### src/common/vtmc_pkg.sv
// vtmc_pkg: constants, states and carriers of the voltage target and mode control block.
// assumes a 25 MHz system clock; all levels are in millivolts on 11 bits.
package vtmc_pkg;

	// voltage code decode
	localparam logic [10:0] DAC_TOP_MV = 11'h60E; // 1550 mV at code 00000
	localparam logic [10:0] DAC_STEP_MV = 11'h019; // 25 mV per code step
	localparam logic [4:0] NOCPU_CODE = 5'h1F;
	localparam logic [10:0] GND_MV = 11'h000;
	localparam logic [10:0] OVP_SKIP_MV = 11'h6D6; // 1750 mV trip during skip transitions

	// timing
	localparam int CLK_NS = 40;
	localparam int SLEW_NS_PER_MV = 160; // 6.25 mV/us nominal slew
	localparam int SLEW_CYC = (SLEW_NS_PER_MV + CLK_NS - 1) / CLK_NS;
	localparam int SOFT_FACTOR = 4; // start and shutdown slew at a quarter rate
	localparam int BLANK_US = 20;
	localparam int BLANK_CYC = (BLANK_US * 1000) / CLK_NS;
	localparam logic [4:0] SLEW_LIM = 5'(SLEW_CYC);
	localparam logic [4:0] SOFT_LIM = 5'(SLEW_CYC * SOFT_FACTOR);
	localparam logic [9:0] BLANK_LIM = 10'(BLANK_CYC);

	typedef enum logic [2:0] {
		ST_OFF = 3'b000,
		ST_SLEW = 3'b001,
		ST_HOLD = 3'b010,
		ST_RUN = 3'b011,
		ST_FAULT = 3'b100
	} vtmc_state_t;

	// analog comparator results, synchronous to clk
	typedef struct packed {
		logic undervoltage_trip;
		logic thermal_trip;
		logic lower_ok;
		logic upper_ok;
		logic error_cmp;
	} vtmc_sense_t;

	// status flags, from flip-flops except the blank pair, decoded from state_ff and skip_ff
	typedef struct packed {
		logic fault;
		logic skip;
		logic blank_lower;
		logic blank_upper;
		logic ovp_high;
		logic integ_off;
		logic offset_en;
	} vtmc_stat_t;

endpackage : vtmc_pkg

### src/hdl/vtmc_ctrl.sv
// vtmc_ctrl: target selection, slew, blanking, skip mode and fault latch of the regulator.
// assumes all inputs synchronous to clk; the slewed target feeds the analog loop.
//
// What this block does
// - decode code to 1550 mV minus 25 mV per step, down to 800 mV
// - code 11111 ramps to 0 V at soft rate, standby, soft ramp back
// - target is the decoded code, the suspend level or ground
// - suspend ignores code, disables offset, slews to suspend level, overrides all but power-off and fault
// - startup slews up from ground to code or suspend level
// - code change while active starts a transition to the new level
// - suspend entry blanks both thresholds until 20 us after reaching level
// - then with light load low: single-phase skip, skip output low, upper blanked
// - every transition start blanks both power-good thresholds
// - lower threshold back 20 us after settle; upper only in forced PWM
// - skip-mode transitions: trip 1.75 V, integrator off until settled, timed, edge seen
// - undervoltage or thermal trip latches fault, output to ground, until power-off toggles
// - light load high without suspend: skip at once unless the last ramp was soft, upper threshold blanked
// - suspend release with light load low drives skip output high at once, then ramps up
// - in skip keep phase one, hold phases two to four low
`timescale 1ns/1ps
module vtmc_ctrl
	import vtmc_pkg::*;
(
	input wire logic clk,
	input wire logic resetn,
	input wire logic power_off_input_n,
	input wire logic suspend_req,
	input wire logic light_load_sel,
	input wire logic [4:0] voltage_code_bits,
	input wire logic [10:0] suspend_level_input,
	input wire vtmc_sense_t sense,
	input wire logic [3:0] pwm_in,
	output logic [10:0] target_mv,
	output logic [10:0] ovp_level_mv,
	output logic driver_diode_emulation_n,
	output logic [3:0] pwm_out,
	output logic regulation_good_out,
	output logic regulation_good_oe,
	output vtmc_stat_t stat
);

	vtmc_state_t state_ff, nxt_state;
	logic [10:0] tgt_ff, nxt_tgt;
	logic [10:0] goal_ff, nxt_goal;
	logic [4:0] slew_cnt_ff, nxt_slew_cnt;
	logic soft_ff, nxt_soft;
	logic skip_ff, nxt_skip;
	logic fault_ff, nxt_fault;
	logic integ_off_ff, nxt_integ_off;
	logic edge_seen_ff, nxt_edge_seen;
	logic err_prev_ff;
	logic [3:0] pwm_ff, nxt_pwm;
	logic pg_oe_ff, nxt_pg_oe;
	logic [10:0] ovp_ff, nxt_ovp;
	logic offset_en_ff, nxt_offset_en;
	logic [10:0] dac_mv;
	logic [10:0] sel_mv;
	logic [4:0] lim;
	logic new_trans;
	logic settled;
	logic tmr_restart;
	logic tmr_done;
	logic blank_lower;
	logic blank_upper;

	// code decode, the processor keeps bit skew short so no debounce here
	assign dac_mv = DAC_TOP_MV - 11'(voltage_code_bits * DAC_STEP_MV);

	// target source select: ground when off or faulted
	always_comb begin
		if (!power_off_input_n || fault_ff || nxt_fault) begin
			sel_mv = GND_MV;
		end else if (suspend_req) begin
			sel_mv = suspend_level_input;
		end else if (voltage_code_bits == NOCPU_CODE) begin
			sel_mv = GND_MV;
		end else begin
			sel_mv = dac_mv;
		end
	end

	// fault latch: only a power-off input or reset clears it
	always_comb begin
		nxt_fault = fault_ff;
		if (!power_off_input_n) begin
			nxt_fault = 1'b0;
		end else if (sense.undervoltage_trip || sense.thermal_trip) begin
			nxt_fault = 1'b1;
		end
	end

	// any change of the selected level is a new transition
	assign new_trans = (sel_mv != goal_ff);
	assign settled = (tgt_ff == goal_ff);
	assign lim = soft_ff ? SOFT_LIM : SLEW_LIM;

	// sequencing state machine
	always_comb begin
		nxt_state = state_ff;
		nxt_goal = sel_mv;
		case (state_ff)
			ST_OFF: begin
				if (power_off_input_n && !nxt_fault && new_trans) begin
					nxt_state = ST_SLEW;
				end
			end
			ST_SLEW: begin
				if (settled && !new_trans) begin
					nxt_state = ST_HOLD;
				end
			end
			ST_HOLD: begin
				if (new_trans) begin
					nxt_state = ST_SLEW;
				end else if (tmr_done) begin
					nxt_state = ST_RUN;
				end
			end
			ST_RUN: begin
				if (new_trans) begin
					nxt_state = ST_SLEW;
				end
			end
			ST_FAULT: begin
				if (!power_off_input_n) begin
					nxt_state = ST_OFF;
				end
			end
			default: begin
				nxt_state = ST_OFF;
			end
		endcase
		if (nxt_fault) begin
			nxt_state = ST_FAULT;
		end else if (!power_off_input_n) begin
			nxt_state = ST_OFF;
		end
	end

	// slew engine: one millivolt step per period, quarter rate when soft
	always_comb begin
		nxt_tgt = tgt_ff;
		nxt_slew_cnt = slew_cnt_ff;
		nxt_soft = soft_ff;
		if (new_trans) begin
			// soft when starting from ground or heading to it
			nxt_soft = (sel_mv == GND_MV) || (tgt_ff == GND_MV);
			nxt_slew_cnt = 5'h00;
		end
		if (nxt_fault) begin
			nxt_tgt = GND_MV;
			nxt_slew_cnt = 5'h00;
		end else if (!settled && !new_trans) begin
			if (slew_cnt_ff == lim - 5'h01) begin
				nxt_slew_cnt = 5'h00;
				nxt_tgt = (goal_ff > tgt_ff) ? tgt_ff + 11'h001 : tgt_ff - 11'h001;
			end else begin
				nxt_slew_cnt = slew_cnt_ff + 5'h01;
			end
		end
	end

	// blanking delay, restarted on new transitions and at settle
	assign tmr_restart = new_trans || (state_ff == ST_SLEW) || (state_ff == ST_OFF);

	vtmc_timer u_blank_tmr (
		.clk(clk),
		.resetn(resetn),
		.restart(tmr_restart),
		.run(state_ff == ST_HOLD),
		.done(tmr_done)
	);

	// operating mode: forced PWM during soft ramps and when off
	always_comb begin
		nxt_skip = 1'b0;
		if (state_ff == ST_OFF || state_ff == ST_FAULT || nxt_soft) begin
			nxt_skip = 1'b0;
		end else if (light_load_sel) begin
			nxt_skip = 1'b1;
		end else if (suspend_req) begin
			// forced-PWM suspend waits for the settle delay
			nxt_skip = skip_ff || (state_ff == ST_HOLD && tmr_done && goal_ff == suspend_level_input);
		end else begin
			nxt_skip = 1'b0;
		end
	end

	// integrator and trip level during skip-mode transitions
	always_comb begin
		nxt_integ_off = integ_off_ff;
		nxt_edge_seen = edge_seen_ff;
		nxt_ovp = integ_off_ff ? OVP_SKIP_MV : goal_ff;
		if (new_trans) begin
			nxt_integ_off = nxt_skip;
			nxt_edge_seen = 1'b0;
		end else begin
			if (sense.error_cmp != err_prev_ff && state_ff != ST_SLEW) begin
				nxt_edge_seen = 1'b1;
			end
			if ((state_ff == ST_RUN || (state_ff == ST_HOLD && tmr_done)) && edge_seen_ff) begin
				nxt_integ_off = 1'b0;
			end
		end
		if (state_ff == ST_OFF || state_ff == ST_FAULT) begin
			nxt_integ_off = 1'b0;
		end
	end

	// power-good blanking: hi-z while blanked, pulled low when out of window
	assign blank_lower = (state_ff != ST_RUN);
	assign blank_upper = blank_lower || skip_ff;

	always_comb begin
		nxt_pg_oe = 1'b0;
		if (nxt_state == ST_RUN && state_ff == ST_RUN) begin
			nxt_pg_oe = !sense.lower_ok || (!skip_ff && !sense.upper_ok);
		end
		nxt_offset_en = power_off_input_n && !nxt_fault && !suspend_req;
	end

	// phase gating: phase one allowed unless off or faulted, others idle in skip
	always_comb begin
		nxt_pwm = 4'h0;
		if (state_ff != ST_OFF && state_ff != ST_FAULT) begin
			nxt_pwm[0] = pwm_in[0];
			nxt_pwm[3:1] = nxt_skip ? 3'h0 : pwm_in[3:1];
		end
	end

	always_ff @(posedge clk or negedge resetn) begin
		if (!resetn) begin
			state_ff <= ST_OFF;
			tgt_ff <= GND_MV;
			goal_ff <= GND_MV;
			slew_cnt_ff <= 5'h00;
			soft_ff <= 1'b1;
			skip_ff <= 1'b0;
			fault_ff <= 1'b0;
			integ_off_ff <= 1'b0;
			edge_seen_ff <= 1'b0;
			err_prev_ff <= 1'b0;
			pwm_ff <= 4'h0;
			pg_oe_ff <= 1'b0;
			ovp_ff <= GND_MV;
			offset_en_ff <= 1'b0;
		end else begin
			state_ff <= nxt_state;
			tgt_ff <= nxt_tgt;
			goal_ff <= nxt_goal;
			slew_cnt_ff <= nxt_slew_cnt;
			soft_ff <= nxt_soft;
			skip_ff <= nxt_skip;
			fault_ff <= nxt_fault;
			integ_off_ff <= nxt_integ_off;
			edge_seen_ff <= nxt_edge_seen;
			err_prev_ff <= sense.error_cmp;
			pwm_ff <= nxt_pwm;
			pg_oe_ff <= nxt_pg_oe;
			ovp_ff <= nxt_ovp;
			offset_en_ff <= nxt_offset_en;
		end
	end

	// outputs
	assign target_mv = tgt_ff;
	assign ovp_level_mv = ovp_ff;
	assign driver_diode_emulation_n = !skip_ff;
	assign pwm_out = pwm_ff;
	assign regulation_good_out = 1'b0;
	assign regulation_good_oe = pg_oe_ff;
	assign stat = '{fault: fault_ff, skip: skip_ff, blank_lower: blank_lower, blank_upper: blank_upper,
		ovp_high: integ_off_ff, integ_off: integ_off_ff, offset_en: offset_en_ff};
endmodule : vtmc_ctrl

### src/hdl/vtmc_timer.sv
// vtmc_timer: restartable blanking delay counter, done stays high until restart.
// assumes restart and run are synchronous to clk.
`timescale 1ns/1ps
module vtmc_timer
	import vtmc_pkg::*;
(
	input wire logic clk,
	input wire logic resetn,
	input wire logic restart,
	input wire logic run,
	output logic done
);

	logic [9:0] cnt_ff;
	logic [9:0] nxt_cnt;
	logic done_ff;
	logic nxt_done;

	// restart wins over counting so a new transition always gets a full delay
	always_comb begin
		nxt_cnt = cnt_ff;
		nxt_done = done_ff;
		if (restart) begin
			nxt_cnt = 10'h000;
			nxt_done = 1'b0;
		end else if (run && !done_ff) begin
			if (cnt_ff == BLANK_LIM - 10'h001) begin
				nxt_done = 1'b1;
			end else begin
				nxt_cnt = cnt_ff + 10'h001;
			end
		end
	end

	always_ff @(posedge clk or negedge resetn) begin
		if (!resetn) begin
			cnt_ff <= 10'h000;
			done_ff <= 1'b0;
		end else begin
			cnt_ff <= nxt_cnt;
			done_ff <= nxt_done;
		end
	end

	assign done = done_ff;

endmodule : vtmc_timer
### config.mk
export PLATFORM = sky130hd
export DESIGN_NAME = vtmc_ctrl
export DESIGN_NICKNAME = d
export VERILOG_FILES = /design/src/common/vtmc_pkg.sv /design/src/hdl/vtmc_ctrl.sv /design/src/hdl/vtmc_timer.sv
export SDC_FILE = /design/constraint.sdc
export NUM_CORES = 1
export LEC_CHECK = 0
export BUFFER_PORTS_ARGS = -buffer_cell sky130_fd_sc_hd__buf_2
export CAP_MARGIN = 20
export CELL_PAD_IN_SITES_DETAIL_PLACEMENT = 1
export CELL_PAD_IN_SITES_GLOBAL_PLACEMENT = 1
export CORE_MARGIN = 1
export CORE_UTILIZATION = 46
export CTS_BUF_LIST = sky130_fd_sc_hd__clkbuf_8
export CTS_CLUSTER_DIAMETER = 120
export DETAILED_ROUTE_END_ITERATION = 10
export GPL_ROUTABILITY_DRIVEN = 0
export PLACE_DENSITY = 0.93
export SLEW_MARGIN = 30
export SYNTH_ARGS = -nofsm -noshare
export SYNTH_HDL_FRONTEND = slang
export SYNTH_SLANG_ARGS = --single-unit
### constraint.sdc
create_clock -name clk -period 5.7 [get_ports clk]
set_input_delay 0.57 -clock clk [delete_from_list [all_inputs] [get_ports clk]]
set_output_delay 0.57 -clock clk [all_outputs]
set_load 0.02 [all_outputs]
# [Yosys cells after proc, flatten, opt, wreduce, memory -nomap -nowiden]
# Index checks and enable logic that the tools add are counted.
[word_totals] wordCells=129 out_inout_bits=36 register_bits=64
[op_classes] reduce_logical=48 mux=41 multipliers=1 n_eq_ne=16 n_lt_le_gt_ge=1 addsub=6
[ops] cell="2-to-1 mux 11 bit" count=8
[ops] cell="2-to-1 mux 10 bit" count=3
[ops] cell="2-to-1 mux 5 bit" count=5
[ops] cell="2-to-1 mux 3 bit" count=8
[ops] cell="equality test 11 bit" count=2
[ops] cell="logical NOT 11 bit" count=2
[ops] cell="2-to-1 mux 1 bit" count=15
[ops] cell="one-hot mux 3 bit (5 select lines)" count=1
[ops] cell="logical AND 1 bit" count=13
[ops] cell="logical OR 1 bit" count=12
[ops] cell="adder 11 x 1 -> 11 bit, second input constant" count=1
[ops] cell="> comparator 11 bit" count=1
[ops] cell="!= test 11 bit" count=1
[ops] cell="subtractor 11 x 1 -> 11 bit, second input constant" count=1
[ops] cell="subtractor 11 x 10 -> 11 bit, first input constant" count=1
[ops] cell="adder 10 x 1 -> 10 bit, second input constant" count=1
[ops] cell="equality test 10 x 9 -> 1 bit, second input constant" count=1
[ops] cell="multiplier 5 x 5 -> 10 bit, second input constant" count=1
[ops] cell="nonzero test 2 bit" count=5
[ops] cell="equality test 3 x 2 -> 1 bit, second input constant" count=3
[ops] cell="logical NOT 1 bit" count=9
[ops] cell="nonzero test 3 bit" count=3
[ops] cell="AND reduction 2 bit" count=3
[ops] cell="adder 5 x 1 -> 5 bit, second input constant" count=1
[ops] cell="12 further kinds" count=12

# [Depth between registers and ports, before layout]
# Gate-level depths: netlist of run 1.
[logic_depth] depth_word=15 ltp_mapped=18

# [Hierarchy]
# A second synthesis of run 1 with hierarchy kept.
[hier_totals] hier_cells=545 area_unflattened_um2=4850.9
[modules_own_cells] mod="vtmc_ctrl" cells_per_inst=478 seq_area_each_um2=1327.5 instances=1 area_per_inst_um2=4196.5
[modules_own_cells] mod="vtmc_timer" cells_per_inst=67 seq_area_each_um2=275.3 instances=1 area_per_inst_um2=654.4

# [Worst setup path after synthesis of run 1]
# No wires, ideal clock.
[synth_path] path_kind="reg2reg" startpoint="register tgt_ff[1] (netlist: target_mv[1])" endpoint="register tgt_ff[10] (netlist: target_mv[10])" setup_slack_ns=1.410 arrival_ns=4.166 setup_time_ns=0.125 synth_period_minus_slack_ns=4.290 path_buffers=1 stages_incl_launch_ff=18 cell_sequence="dfrtp_1 > inv_1 > ha_1 > nand3_1 > or4_1 > clkbuf_1 > nand3_1 > a21oi_1 > nor2_1 > ha_1 > nor2b_1 > o21ai_0 > a21o_1 > a31oi_1 > a31o_2 > or3_1 > a211oi_1 > mux2_2"
[synth_via] elab_chain_cells=5 elab_cells_between_ends=12
[synth_lines] item="start, declared" line="vtmc_ctrl.sv:43" text="logic [10:0] tgt_ff, nxt_tgt;"
[synth_lines] item="start signal, assigned" line="vtmc_ctrl.sv:249" text="tgt_ff <= nxt_tgt;"
[synth_lines] item="subtractor 11 x 1 -> 11 bit (tied with other cells)" line="vtmc_ctrl.sv:156" text="nxt_tgt = (goal_ff > tgt_ff) ? tgt_ff + 11'h001 : tgt_ff - 11'h001;"
[synth_lines] item="2-to-1 mux 11 bit / logical NOT 1 bit (equally long branches)" line="vtmc_ctrl.sv:156, vtmc_ctrl.sv:153"
[synth_lines] item="2-to-1 mux 11 bit / logical AND 1 bit (equally long branches)" line="vtmc_ctrl.sv:154, vtmc_ctrl.sv:153"
[synth_lines] item="2-to-1 mux 11 bit / nonzero test 2 bit (equally long branches)"
[synth_lines] item="2-to-1 mux 11 bit / AND reduction 2 bit (equally long branches)"
# Parallel ways exist; a longest one is shown, timed or not. The select of a mux whose other input is x is not followed.
# A chain may end at the register's enable or synchronous reset.

# [Final worst setup path of run 1]
[layout_path] startpoint="input port voltage_code_bits[0]" endpoint="register pwm_ff[2] (netlist: pwm_out[2])"
[layout_via] elab_chain_cells=12 elab_cells_between_ends=14
[layout_lines] item="start, declared" line="vtmc_ctrl.sv:29" text="input wire logic [4:0] voltage_code_bits,"
[layout_lines] item="multiplier 5 x 5 -> 10 bit" line="vtmc_ctrl.sv:67" text="assign dac_mv = DAC_TOP_MV - 11'(voltage_code_bits * DAC_STEP_MV);"
[layout_lines] item="subtractor 11 x 10 -> 11 bit" line="vtmc_ctrl.sv:67"
[layout_lines] item="2-to-1 mux 11 bit (*)" line="vtmc_ctrl.sv:75" text="end else if (voltage_code_bits == NOCPU_CODE) begin"
[layout_lines] item="2-to-1 mux 11 bit (*)" line="vtmc_ctrl.sv:73" text="end else if (suspend_req) begin"
[layout_lines] item="2-to-1 mux 11 bit (*)" line="vtmc_ctrl.sv:71" text="if (!power_off_input_n || fault_ff || nxt_fault) begin"
[layout_lines] item="logical NOT 11 bit" line="vtmc_ctrl.sv:147" text="nxt_soft = (sel_mv == GND_MV) || (tgt_ff == GND_MV);"
[layout_lines] item="logical OR 1 bit" line="vtmc_ctrl.sv:147"
[layout_lines] item="2-to-1 mux 1 bit (*)" line="vtmc_ctrl.sv:145" text="if (new_trans) begin"
[layout_lines] item="logical OR 1 bit (*)" line="vtmc_ctrl.sv:177" text="if (state_ff == ST_OFF || state_ff == ST_FAULT || nxt_soft) begin"
[layout_lines] item="2-to-1 mux 1 bit (*)" line="vtmc_ctrl.sv:177"
[layout_lines] item="2-to-1 mux 3 bit (*)" line="vtmc_ctrl.sv:227" text="nxt_pwm[3:1] = nxt_skip ? 3'h0 : pwm_in[3:1];"
[layout_lines] item="2-to-1 mux 4 bit (*)" line="vtmc_ctrl.sv:225" text="if (state_ff != ST_OFF && state_ff != ST_FAULT) begin"
[layout_lines] item="net nxt_pwm[2]" line="vtmc_ctrl.sv:52" text="logic [3:0] pwm_ff, nxt_pwm;"
[layout_lines] item="end signal, assigned" line="vtmc_ctrl.sv:258" text="pwm_ff <= nxt_pwm;"
[layout_lines] item="end, declared" line="vtmc_ctrl.sv:52"
# The timed path passes the listed nets; every way through them passes the cells marked *.

==> impl_results.md, run 1 <==
* Status: complete, no violations
* R2R setup slack at 1.07 ns
* Critical path peak fanout at 14
* CP Class: in2reg
* Reg2Reg Depth at 17
* Vias per inst at around 6
* DR WL/cell at 19.0 um
* Lkg Pwr at roughly 2.6 nW
* Starting Density at between 40% and 50%
* Slew Viols, Final at 0
* PortBufs at between 60 and 70
* Wirelength, routed at between 10 and 15 mm
* Top-count cell post-synth: dfrtp_1
* GRT Resource Usage Total at between 20% and 30%
* Crit path DAT at 4.91 ns
* I/O Pins at between 60 and 70
* Worst min path class: in2reg
* P&R area growth vs syn at 12.3%
* Critical path capture point type: register
* CTS clk-pin slew, worst paths at 0.08 ns
* Sequential cell area fraction in the yosys report at 33.0%
* Post-Syn Area at 0.00485 mm^2
* MaxCap Viol Count at 0
* RSZ-0062 raised after global routing: false
* Layout filler cell count at 1249
* Worst slew margin at between 40% and 50%
* Top cells by count, synth: dfrtp_1, inv_1, ha_1
* Share of cells above drive strength 1 at 19.8%
* Synth Area in Compound Gates at 17.2%
* Register area at 0.00160 mm^2
* Post-Syn Instances at approximately 550
* Seq cells post-synth at 64
* CTS Hold Buffers Added at 0
* Final setup fails at 0
* Type of origin of the critical path: input port
* Max H-tree Level at 3
* Total gr overflow at 0
* Final period util at 82.5%
* Clock skew at 0.00844 ns
* Top cells by area, synth: dfrtp_1, ha_1, inv_1
* CTS Buffer Depth at 2
* Nets@finish at 678
* Area after DPL at 0.00519 mm^2
* Power per Cell Area at 260 mW/mm^2
* Area leader, netlist: dfrtp_1
* DP HPWL at 10.7 mm
* Via count at about 4400
* Synth Warn # at 0
* Netlist cell types at 68
* Setup Buffers After CTS at 0
* Number of core rows at 37
* EDFF count, synth at 0
* Placeable Area at just over 0.01 mm^2
* Cts bufs inserted at 9
* Post-synth top area share at around a third
* Largest family of logic cells by synthesized area: simple AND/OR/NAND/NOR gates
* Setup TNS at 0 ns
* Die W at 105 um
* Drt drc at 0
* Main synth FF type: dfrtp_1
* Multi-input gate area at 0.00288 mm^2
* Mux contribution to synthesized area at 1.52%
* Simple-gate area share of the yosys netlist at between 20% and 30%
* Clk_lat worst skew at 0.35 ns
* Worst path required time at 5.91 ns
* Sink Count at 64
* Syn nets at 626
* Global-route wire length before repair at around 24 mm
* Pre-antenna DRT Iters at 4
* Die ar. at 0.0110 mm^2
* Initial DRC Count at ~210
* Largest net degree at the start of global routing at 65
* Worst-Margin Slew at 0.822 ns
* Vias in the first global route at about 4800
* Die Span Y at 105 um
* Remaining antenna violation count at 0
* Post-route design area at ~0.0054 mm^2
* Clock root cell: clkbuf_8
* Final Hold Fails at 0
* Diodes inserted at 0
* Fmax at 213 MHz
* Avg Cell Area, Syn at 8.84 um^2
* Peak VDD IR at 0.000112 V
* Xor and xnor area share after synthesis at 5.06%
* Post-Synth Adder-Cell Area at about an eighth
* Antenna violations before repair at 0
* Post-synthesis async set-or-reset flop share at 100%
* Cells on Worst Hold Path at 1
* CTS resizes at 0
* CTS tree: built
* Final Critical Period at 4.70 ns
==> cells in the final DEF, fill, tap and decap left out, types with 9 or more instances in the layout <==
cell and n:
or2_2 10, xor2_1 13, nor2_2 9, nand4_1 15
dfrtp_1 63, clkbuf_8 10, xnor2_1 15, buf_2 64
ha_1 44, inv_1 52, nand3_1 16, a21oi_1 38
o21ai_0 22, nor2_1 35, nor4_1 10, nor3_1 17
nand2_1 33
==> per-stage QoR <==
step                worst slack [ns]  total power, W  cells  utilization (%)  hold slack [ns]
CTS                             1.08         0.00142    742             53.0            0.346
global placement               0.979        0.000893    726             50.5            0.479
finish                         0.995         0.00142    742             53.0            0.353
detailed placement             0.722        0.000921    726             50.5            0.500
floorplan                       1.41        0.000813    549                -            0.274
global route                   0.790         0.00149    742             53.0            0.345
==> per-layer routing <==
layer	global-route usage (%)	part of all wire, %	vias to the layer above
li1	-	-	2054
met1	33.3	44	2248
met2	48.1	51	109
met3	5.12	4.0	18
met4	7.14	1.4	0
met5	0	0	-
==> cell families after synthesis <==
logic type                 count (synthesis)
AOI/OAI and AO/OA                        126
and+or+nand+nor                          197
adders and majority gates                 47
muxes                                      7
other                                      1
DFF                                       64
buffers and inverters                     79
xor gates and xnor gates                  28
==> worst max-delay path: stages <==
cell       delay, ns
buf_2           0.13
ha_1            0.31
ha_1            0.29
inv_1           0.05
fa_1            0.45
ha_1            0.38
and2b_1         0.21
o22ai_1         0.16
xnor2_1         0.17
a22oi_1         0.15
a2111oi_0       0.58
nand4_1         0.59
nor4_1          0.74
nor3_1          0.12
==> report_power, final <==
part,switching (W),internal (W)
registers,0.0000112,0.000465
logic,0.000276,0.000169
clock network,0.000191,0.000305
total,0.000478,0.000938
==> registers in the layout (all words and copies together), names as in the netlist <==
signal and cells:
edge_seen_ff 1, err_prev_ff 1, fault_ff 1, goal_ff 11
integ_off_ff 1, offset_en_ff 1, ovp_level_mv 11, pwm_out 4
regulation_good_oe 1, skip_ff 1, slew_cnt_ff 5, soft_ff 1
state_ff 3, target_mv 11, u_blank_tmr.cnt_ff 10, u_blank_tmr.done 1
==> path summary, 6_finish.rpt <==
| path | from | to |
|---|---|---|
| setup / recovery | voltage_code_bits[0] | pwm_out[2] |
| setup reg to reg | target_mv[1] | target_mv[10] |
| hold / removal | sense[0] | err_prev_ff |
| max in group asynchronous | resetn | slew_cnt_ff[3] |
| min in group asynchronous | resetn | goal_ff[1] |
| hold reg to reg | edge_seen_ff | edge_seen_ff |
==> layout make-up <==
class | count | area share, %
well taps | 136 | 3.12
clock inverters | 6 | 2.11
repair buffers | 68 | 6.43
inverters | 52 | 3.58
multi-input cells | 406 | 52.8
flip-flops and latches | 64 | 29.4
clock buffers | 10 | 2.53
Power figures use the tool's default switching activity.
==> run 2, diff against run 1 <==
==> constraint.sdc (replaced) <==
create_clock -name clk -period 4.6 [get_ports clk]
set_input_delay 0.46 -clock clk [delete_from_list [all_inputs] [get_ports clk]]
set_output_delay 0.46 -clock clk [all_outputs]
set_load 0.02 [all_outputs]
==> run 2 against run 1 <==
Net effect: count of clock-buffer cells in the layout fell by 1; power rose by 22%; routed wire length grew 4.2%; critical endpoint is now target_mv[1]; flip-flop and latch count stayed put; sequential share of layout area is 0.58 points lower.
==> impl_results.md, run 2 (synthesized netlist as in run 1, its figures left out) <==
* Crit path DAT at 4.64 ns (-0.27 ns)
* Number of core rows at 37 (unchanged)
* Starting Density at 47.2% (unchanged)
* Diodes inserted at 0 (unchanged)
* Clock root cell: clkbuf_8
* GRT busiest layer: met2
* Final Critical Period at roughly 4.4 ns
* Die ar. at 0.0110 mm^2 (unchanged)
* Met1 Usage GRT at 34.7% (+1.4 points)
* Leading cell type in the layout, fill and taps excluded: buf_2
* CP peak stage delay at 0.64 ns (-0.10 ns)
* Die Span Y at 105 um (unchanged)
* Final setup fails at 0 (unchanged)
* Critical path peak fanout at 11 (-3)
* Vias per inst at 5.95 (-0.34%)
* Worst-Margin Slew at 0.835 ns (+0.0132 ns)
* Clock skew at 0.00673 ns (-0.00171 ns)
* Critical path capture point type: register
* CTS tree: built
* Via count at 4521 (+2.1%)
* Wirelength, routed at 14.7 mm (+4.2%)
* Vias in the first global route at 4858 (+1.8%)
* Global-route wire length before repair at 24.3 mm (+3.2%)
* I/O Pins at 66 (unchanged)
* Placed cells at 744 (+2.5%)
* Worst min path class: in2reg
* P&R area growth vs syn at 14.6%
* Pre-antenna DRT Iters at 7 (+3)
* Worst path bufs/invs at 3 (+1)
* Non-Filler Instances at 760 (+2.4%)
* Pre-CTS setup slack at -0.0474 ns (-0.769 ns)
* Final period util at 94.9%
* PortBufs at 64 (unchanged)
* Max H-tree Level at 3 (unchanged)
* Antenna violations before repair at 0 (unchanged)
* Commonest non-fill, non-tap cells in the layout: buf_2, dfrtp_1, inv_1, ha_1, a21oi_1
* Initial DRC Count at 322 (+55%)
* Sink Count at 64 (unchanged)
* Fmax at 229 MHz
* Power per Cell Area at 310 mW/mm^2 (+19%)
* Met2 GRT Util at 48.1% (unchanged)
* Worst path required time at 4.88 ns (-1.03 ns)
* Placeable Area at 0.0103 mm^2 (unchanged)
* CP Class: in2reg
* CTS clk-pin slew, worst paths at 0.08 ns (about the same)
* GRT Resource Usage Total at 28.1% (+1.1 points)
* CTS Buffer Depth at 2 (unchanged)
* Share of cells above drive strength 1 at 22.1% (+2.3 points)
* Clk_lat worst skew at 0.36 ns (about the same)
* MaxCap Viol Count at 0 (unchanged)
* Setup Buffers After CTS at 0 (unchanged)
* Largest net degree at the start of global routing at 65 (unchanged)
* Status: complete, no violations
* Slew Viols, Final at 0 (unchanged)
* DR WL/cell at 19.3 um (+1.8%)
* Most frequent CP cell: ha_1
* Drt drc at 0 (unchanged)
* Worst-path cell chain: buf_2 > ha_1 > ha_1 > inv_1 > fa_1 > ha_1 > and2b_1 > o22ai_1 > xnor2_1 > a22oi_1 > a2111oi_1 > nand4_1 > buf_4 > or3_1 > a21oi_1
* Worst slew margin at 44.3% (-0.88 points)
* CP max stage cell: a2111oi_1
* Final WS setup at 0.236 ns (-0.759 ns)
* Lkg Pwr at 2.70 nW (+3.1%)
* Type of origin of the critical path: input port
* Total gr overflow at 0 (unchanged)
* Cts bufs inserted at 9 (unchanged)
* Die W at 105 um (unchanged)
* DP HPWL at 11.1 mm (+4.0%)
* Nets@finish at 696 (+2.7%)
* Post-layout util at 54.1% (+1.1 points)
* Peak VDD IR at 0.000148 V (+32%)
* Final Hold Fails at 0 (unchanged)
* CP delay by family, top: adder cells
* Remaining antenna violation count at 0 (unchanged)
* Grt met3 use at 4.43% (-0.69 points)
run 2: cell count changes in the layout (fill, tap and decap cells not counted):
| cell | delta |
|---|---|
| buf_4 | +18 |
| a2111oi_0 | -1 |
| a2111oi_1 | +1 |
| bufinv_16 | -1 |
| clkbuf_8 | -1 |
| clkinv_4 | +1 |
| inv_6 | +1 |
run 2: repair_timing:
action / CTS / global route
hold buffers: 0 / 0
endpoints found under the setup margin: 0 / 16
hold endpoints to repair: 0 / 0
resized for setup: 0 / 1
run 2: layout make-up:
type | count | area, um^2
multi-input combinational | 406 | 2880
clock inverter | 7 | 103
sequential | 64 | 1600
tap | 136 | 170
fill | 1271 | 4720
timing repair buffer | 86 | 485
clock buffer | 9 | 124
inverter | 52 | 195
run 2: through the flow:
stage          TNS [ns]  cell area [um^2]  hold slack (ns)  total power, W
2_1_floorplan         0              4850            0.164         0.00101
3_3_place_gp          0              5330            0.480         0.00112
3_5_place_dp    -0.0722              5330            0.544         0.00116
4_1_cts               0              5560            0.237         0.00172
5_1_grt         -0.0373              5560            0.240         0.00182
6_report              0              5560            0.243         0.00173
run 2: worst paths after layout:
check / start / end / slack [ns] / cells past startpoint
hold / removal: sense[0] / err_prev_ff / 0.24 / 1
min in group asynchronous: resetn / ovp_level_mv[5] / 0.29 / 2
max in group asynchronous: resetn / fault_ff / 3.78 / 2
setup / recovery: voltage_code_bits[0] / target_mv[1] / 0.24 / 15
hold reg to reg: edge_seen_ff / edge_seen_ff / 0.56 / 2
setup reg to reg: goal_ff[1] / target_mv[10] / 0.30 / 16
run 2: routing by layer:
layer | wire length [um] | share of wire (%) | vias up
li1 | - | - | 2098
met1 | 6140 | 42 | 2214
met2 | 7260 | 49 | 162
met3 | 780 | 5.3 | 47
met4 | 492 | 3.4 | 0
met5 | 0 | 0 | -
run 2: power breakdown:
group          internal, W  switching [W]
Sequential        0.000576      0.0000129
Combinational     0.000222       0.000348
Clock             0.000311       0.000257
==> run 3, diff against run 2 <==
--- a/config.mk
+++ b/config.mk
@@ -11,7 +11,7 @@
 export CELL_PAD_IN_SITES_GLOBAL_PLACEMENT = 1
 export CORE_MARGIN = 1
 export CORE_UTILIZATION = 46
-export CTS_BUF_LIST = sky130_fd_sc_hd__clkbuf_8
+export CTS_BUF_LIST = sky130_fd_sc_hd__clkbuf_4
 export CTS_CLUSTER_DIAMETER = 120
 export DETAILED_ROUTE_END_ITERATION = 10
 export GPL_ROUTABILITY_DRIVEN = 0
==> run 3 against run 2 <==
Net effect: sequential power about the same; utilization down 0.55 points; clock skew up 0.0094 ns; critical path depth up 1; largest cell class unchanged; flip-flop and latch count unchanged; critical endpoint is now target_mv[10]; global-route usage down 0.33 points; cell area down 1.0%; worst setup slack better by 0.081 ns.
==> impl_results.md, run 3 (synthesized netlist as in run 1, its figures left out) <==
* Status: complete, no violations
* Crit path depth at 16 (+1)
* Drt drc at 0 (unchanged)
* Switching share of power at 36.9% (+1.1 points)
* Comb pwr share at 35.1% (+2.1 points)
* Antenna violations before repair at 0 (unchanged)
* MaxCap Viol Count at 0 (unchanged)
* I/O Pins at 66 (unchanged)
* Diodes inserted at 0 (unchanged)
* Clk_lat worst skew at 0.42 ns (+0.06 ns)
* Vias per inst at 5.93 (-0.40%)
* Worst-Margin Slew at 0.825 ns (-0.0108 ns)
* Layout filler cell count at 1276 (+0.39%)
* Clock root cell: clkbuf_4
* DP HPWL at 11.1 mm (unchanged)
* Wirelength, routed at 14.5 mm (-0.84%)
* Worst path required time at 4.92 ns (+0.04 ns)
* Final period util at 93.1% (-1.8 points)
* Initial DRC Count at 277 (-14%)
* Final Critical Period at 4.28 ns (-0.0812 ns)
* Critical path peak fanout at 10 (-1)
* Worst slew margin at 45.0% (+0.72 points)
* Multi-input gate area at 0.00288 mm^2 (unchanged)
* Die Span Y at 105 um (unchanged)
* Sink Count at 64 (unchanged)
* Number of core rows at 37 (unchanged)
* Area after DPL at 0.00533 mm^2 (unchanged)
* Placeable Area at 0.0103 mm^2 (unchanged)
* RSZ-0062 raised after global routing: false
* PortBufs at 64 (unchanged)
* Max H-tree Level at 3 (unchanged)
* Largest net degree at the start of global routing at 65 (unchanged)
* CP delay by family, top: simple AND/OR/NAND/NOR gates
* Reg2Reg Depth at 16 (unchanged)
* Slew Viols, Final at 0 (unchanged)
* Cts bufs inserted at 9 (unchanged)
* Die ar. at 0.0110 mm^2 (unchanged)
* CP peak stage delay at 0.57 ns (-0.07 ns)
* Setup Buffers After CTS at 0 (unchanged)
* Peak VDD IR at 0.000130 V (-12%)
* Post-route design area at 0.00550 mm^2 (-1.0%)
* CP max stage cell: or4_1
* Clock share of power at 28.6% (-4.3 points)
* Leading cell type in the layout, fill and taps excluded: buf_2
* CTS resizes at 0 (unchanged)
* Final Hold Fails at 0 (unchanged)
* GRT Resource Usage Total at 27.7% (-0.33 points)
* CTS clk-pin slew, worst paths at 0.12 ns (+0.04 ns)
* Die W at 105 um (unchanged)
* Fmax at 233 MHz (+1.9%)
* CP Class: reg2reg
* Share of cells above drive strength 1 at 22.1% (unchanged)
* Nets@finish at 696 (unchanged)
* Final setup fails at 0 (unchanged)
* Worst path bufs/invs at 1 (-2)
* Power per Cell Area at 295 mW/mm^2 (-5.1%)
* Worst-path cell chain: ha_1 > nand3_1 > or4_1 > nand3_1 > a21oi_1 > nor2_1 > buf_4 > ha_1 > nor2b_1 > o21ai_0 > a21o_1 > a31oi_1 > a31o_2 > or3_1 > a211oi_1 > mux2_2
* Starting Density at 47.2% (unchanged)
* Via count at 4503 (-0.40%)
* Lkg Pwr at 2.67 nW (-0.86%)
* Post-layout util at 53.5% (-0.55 points)
* Total gr overflow at 0 (unchanged)
* Flop pwr share at 36.3% (+2.2 points)
* P&R area growth vs syn at 13.4%
* Critical path capture point type: register
* Type of origin of the critical path: register
* Commonest non-fill, non-tap cells in the layout: buf_2, dfrtp_1, inv_1, ha_1, a21oi_1
* Vias in the first global route at 4821 (-0.76%)
* CTS Hold Buffers Added at 0 (unchanged)
* Cells on Worst Hold Path at 1 (unchanged)
* Register area at 0.00160 mm^2 (unchanged)
* Worst min path class: in2reg
* DR WL/cell at 19.1 um (-0.84%)
* Crit path DAT at 4.60 ns (-0.04 ns)
* Clock skew at 0.0161 ns (+0.00939 ns)
* CTS Buffer Depth at 2 (unchanged)
* Int Pwr at 0.00102 W (-7.6%)
* Remaining antenna violation count at 0 (unchanged)
* Pre-antenna DRT Iters at 4 (-3)
* CTS tree: built
* Global-route wire length before repair at 24.0 mm (-1.3%)
* Sw power at 0.000597 W (-3.3%)
-- run 3: cell count changes in the layout (fill, tap and decap cells not counted) --
cell      previous run  this run
clkbuf_8             9         0
clkbuf_4             0         9
-- run 3: through the flow --
step | worst slack (ns) | total power [W] | TNS [ns] | hold WS, ns | cells
finish | 0.317 | 0.00162 | 0 | 0.181 | 760
global route | 0.0309 | 0.00171 | 0 | 0.159 | 760
CTS | 0.279 | 0.00162 | 0 | 0.173 | 760
detailed placement | -0.0474 | 0.00116 | -0.0722 | 0.544 | 744
global placement | 0.263 | 0.00112 | 0 | 0.480 | 744
floorplan | 0.310 | 0.00101 | 0 | 0.164 | 549
-- run 3: routing by layer --
| metal | up-vias | GRT usage (%) | share of wire, % |
|---|---|---|---|
| met1 | 2221 | 33.4 | 43 |
| met5 | - | 0 | 0 |
| li1 | 2097 | - | - |
| met3 | 45 | 5.49 | 5.1 |
| met2 | 140 | 48.1 | 49 |
| met4 | 0 | 11.9 | 3.1 |
-- run 3: worst register-to-register path: cells and delay by family, from the launching register on --
kind / cells / cell delay, ns
multiplexers: 1 / 0.37
adder cells (fa/ha/maj): 2 / 0.62
AND/OR/NAND/NOR: 6 / 1.37
AO/OA/AOI/OAI: 6 / 1.15
flip-flops: 1 / 0.48
buffers and inverters: 1 / 0.19
-- run 3: power by group through the flow --
stage | combinational, W | sequential, W | clock [W]
final | 0.000569 | 0.000589 | 0.000463
after floorplan | 0.000407 | 0.000600 | 0
after global placement | 0.000522 | 0.000598 | 0
after detailed placement | 0.000558 | 0.000599 | 0
after global routing | 0.000629 | 0.000591 | 0.000491
after CTS | 0.000563 | 0.000589 | 0.000466
-- run 3: worst paths after layout --
path	start	slack, ns	to
max	goal_ff[1]	0.32	target_mv[10]
min	sense[0]	0.18	err_prev_ff
max reg2reg	goal_ff[1]	0.32	target_mv[10]
min reg2reg	edge_seen_ff	0.58	edge_seen_ff
max in group asynchronous	resetn	3.86	slew_cnt_ff[2]
min in group asynchronous	resetn	0.21	ovp_level_mv[5]
-- run 3: area by class of cell --
type / instances / area share, %
Multi-Input combinational cell: 406 / 52.3
Timing Repair Buffer: 86 / 8.82
Inverter: 52 / 3.55
Clock buffer: 9 / 1.23
Clock inverter: 7 / 1.86
Tap cell: 136 / 3.09
Sequential cell: 64 / 29.1
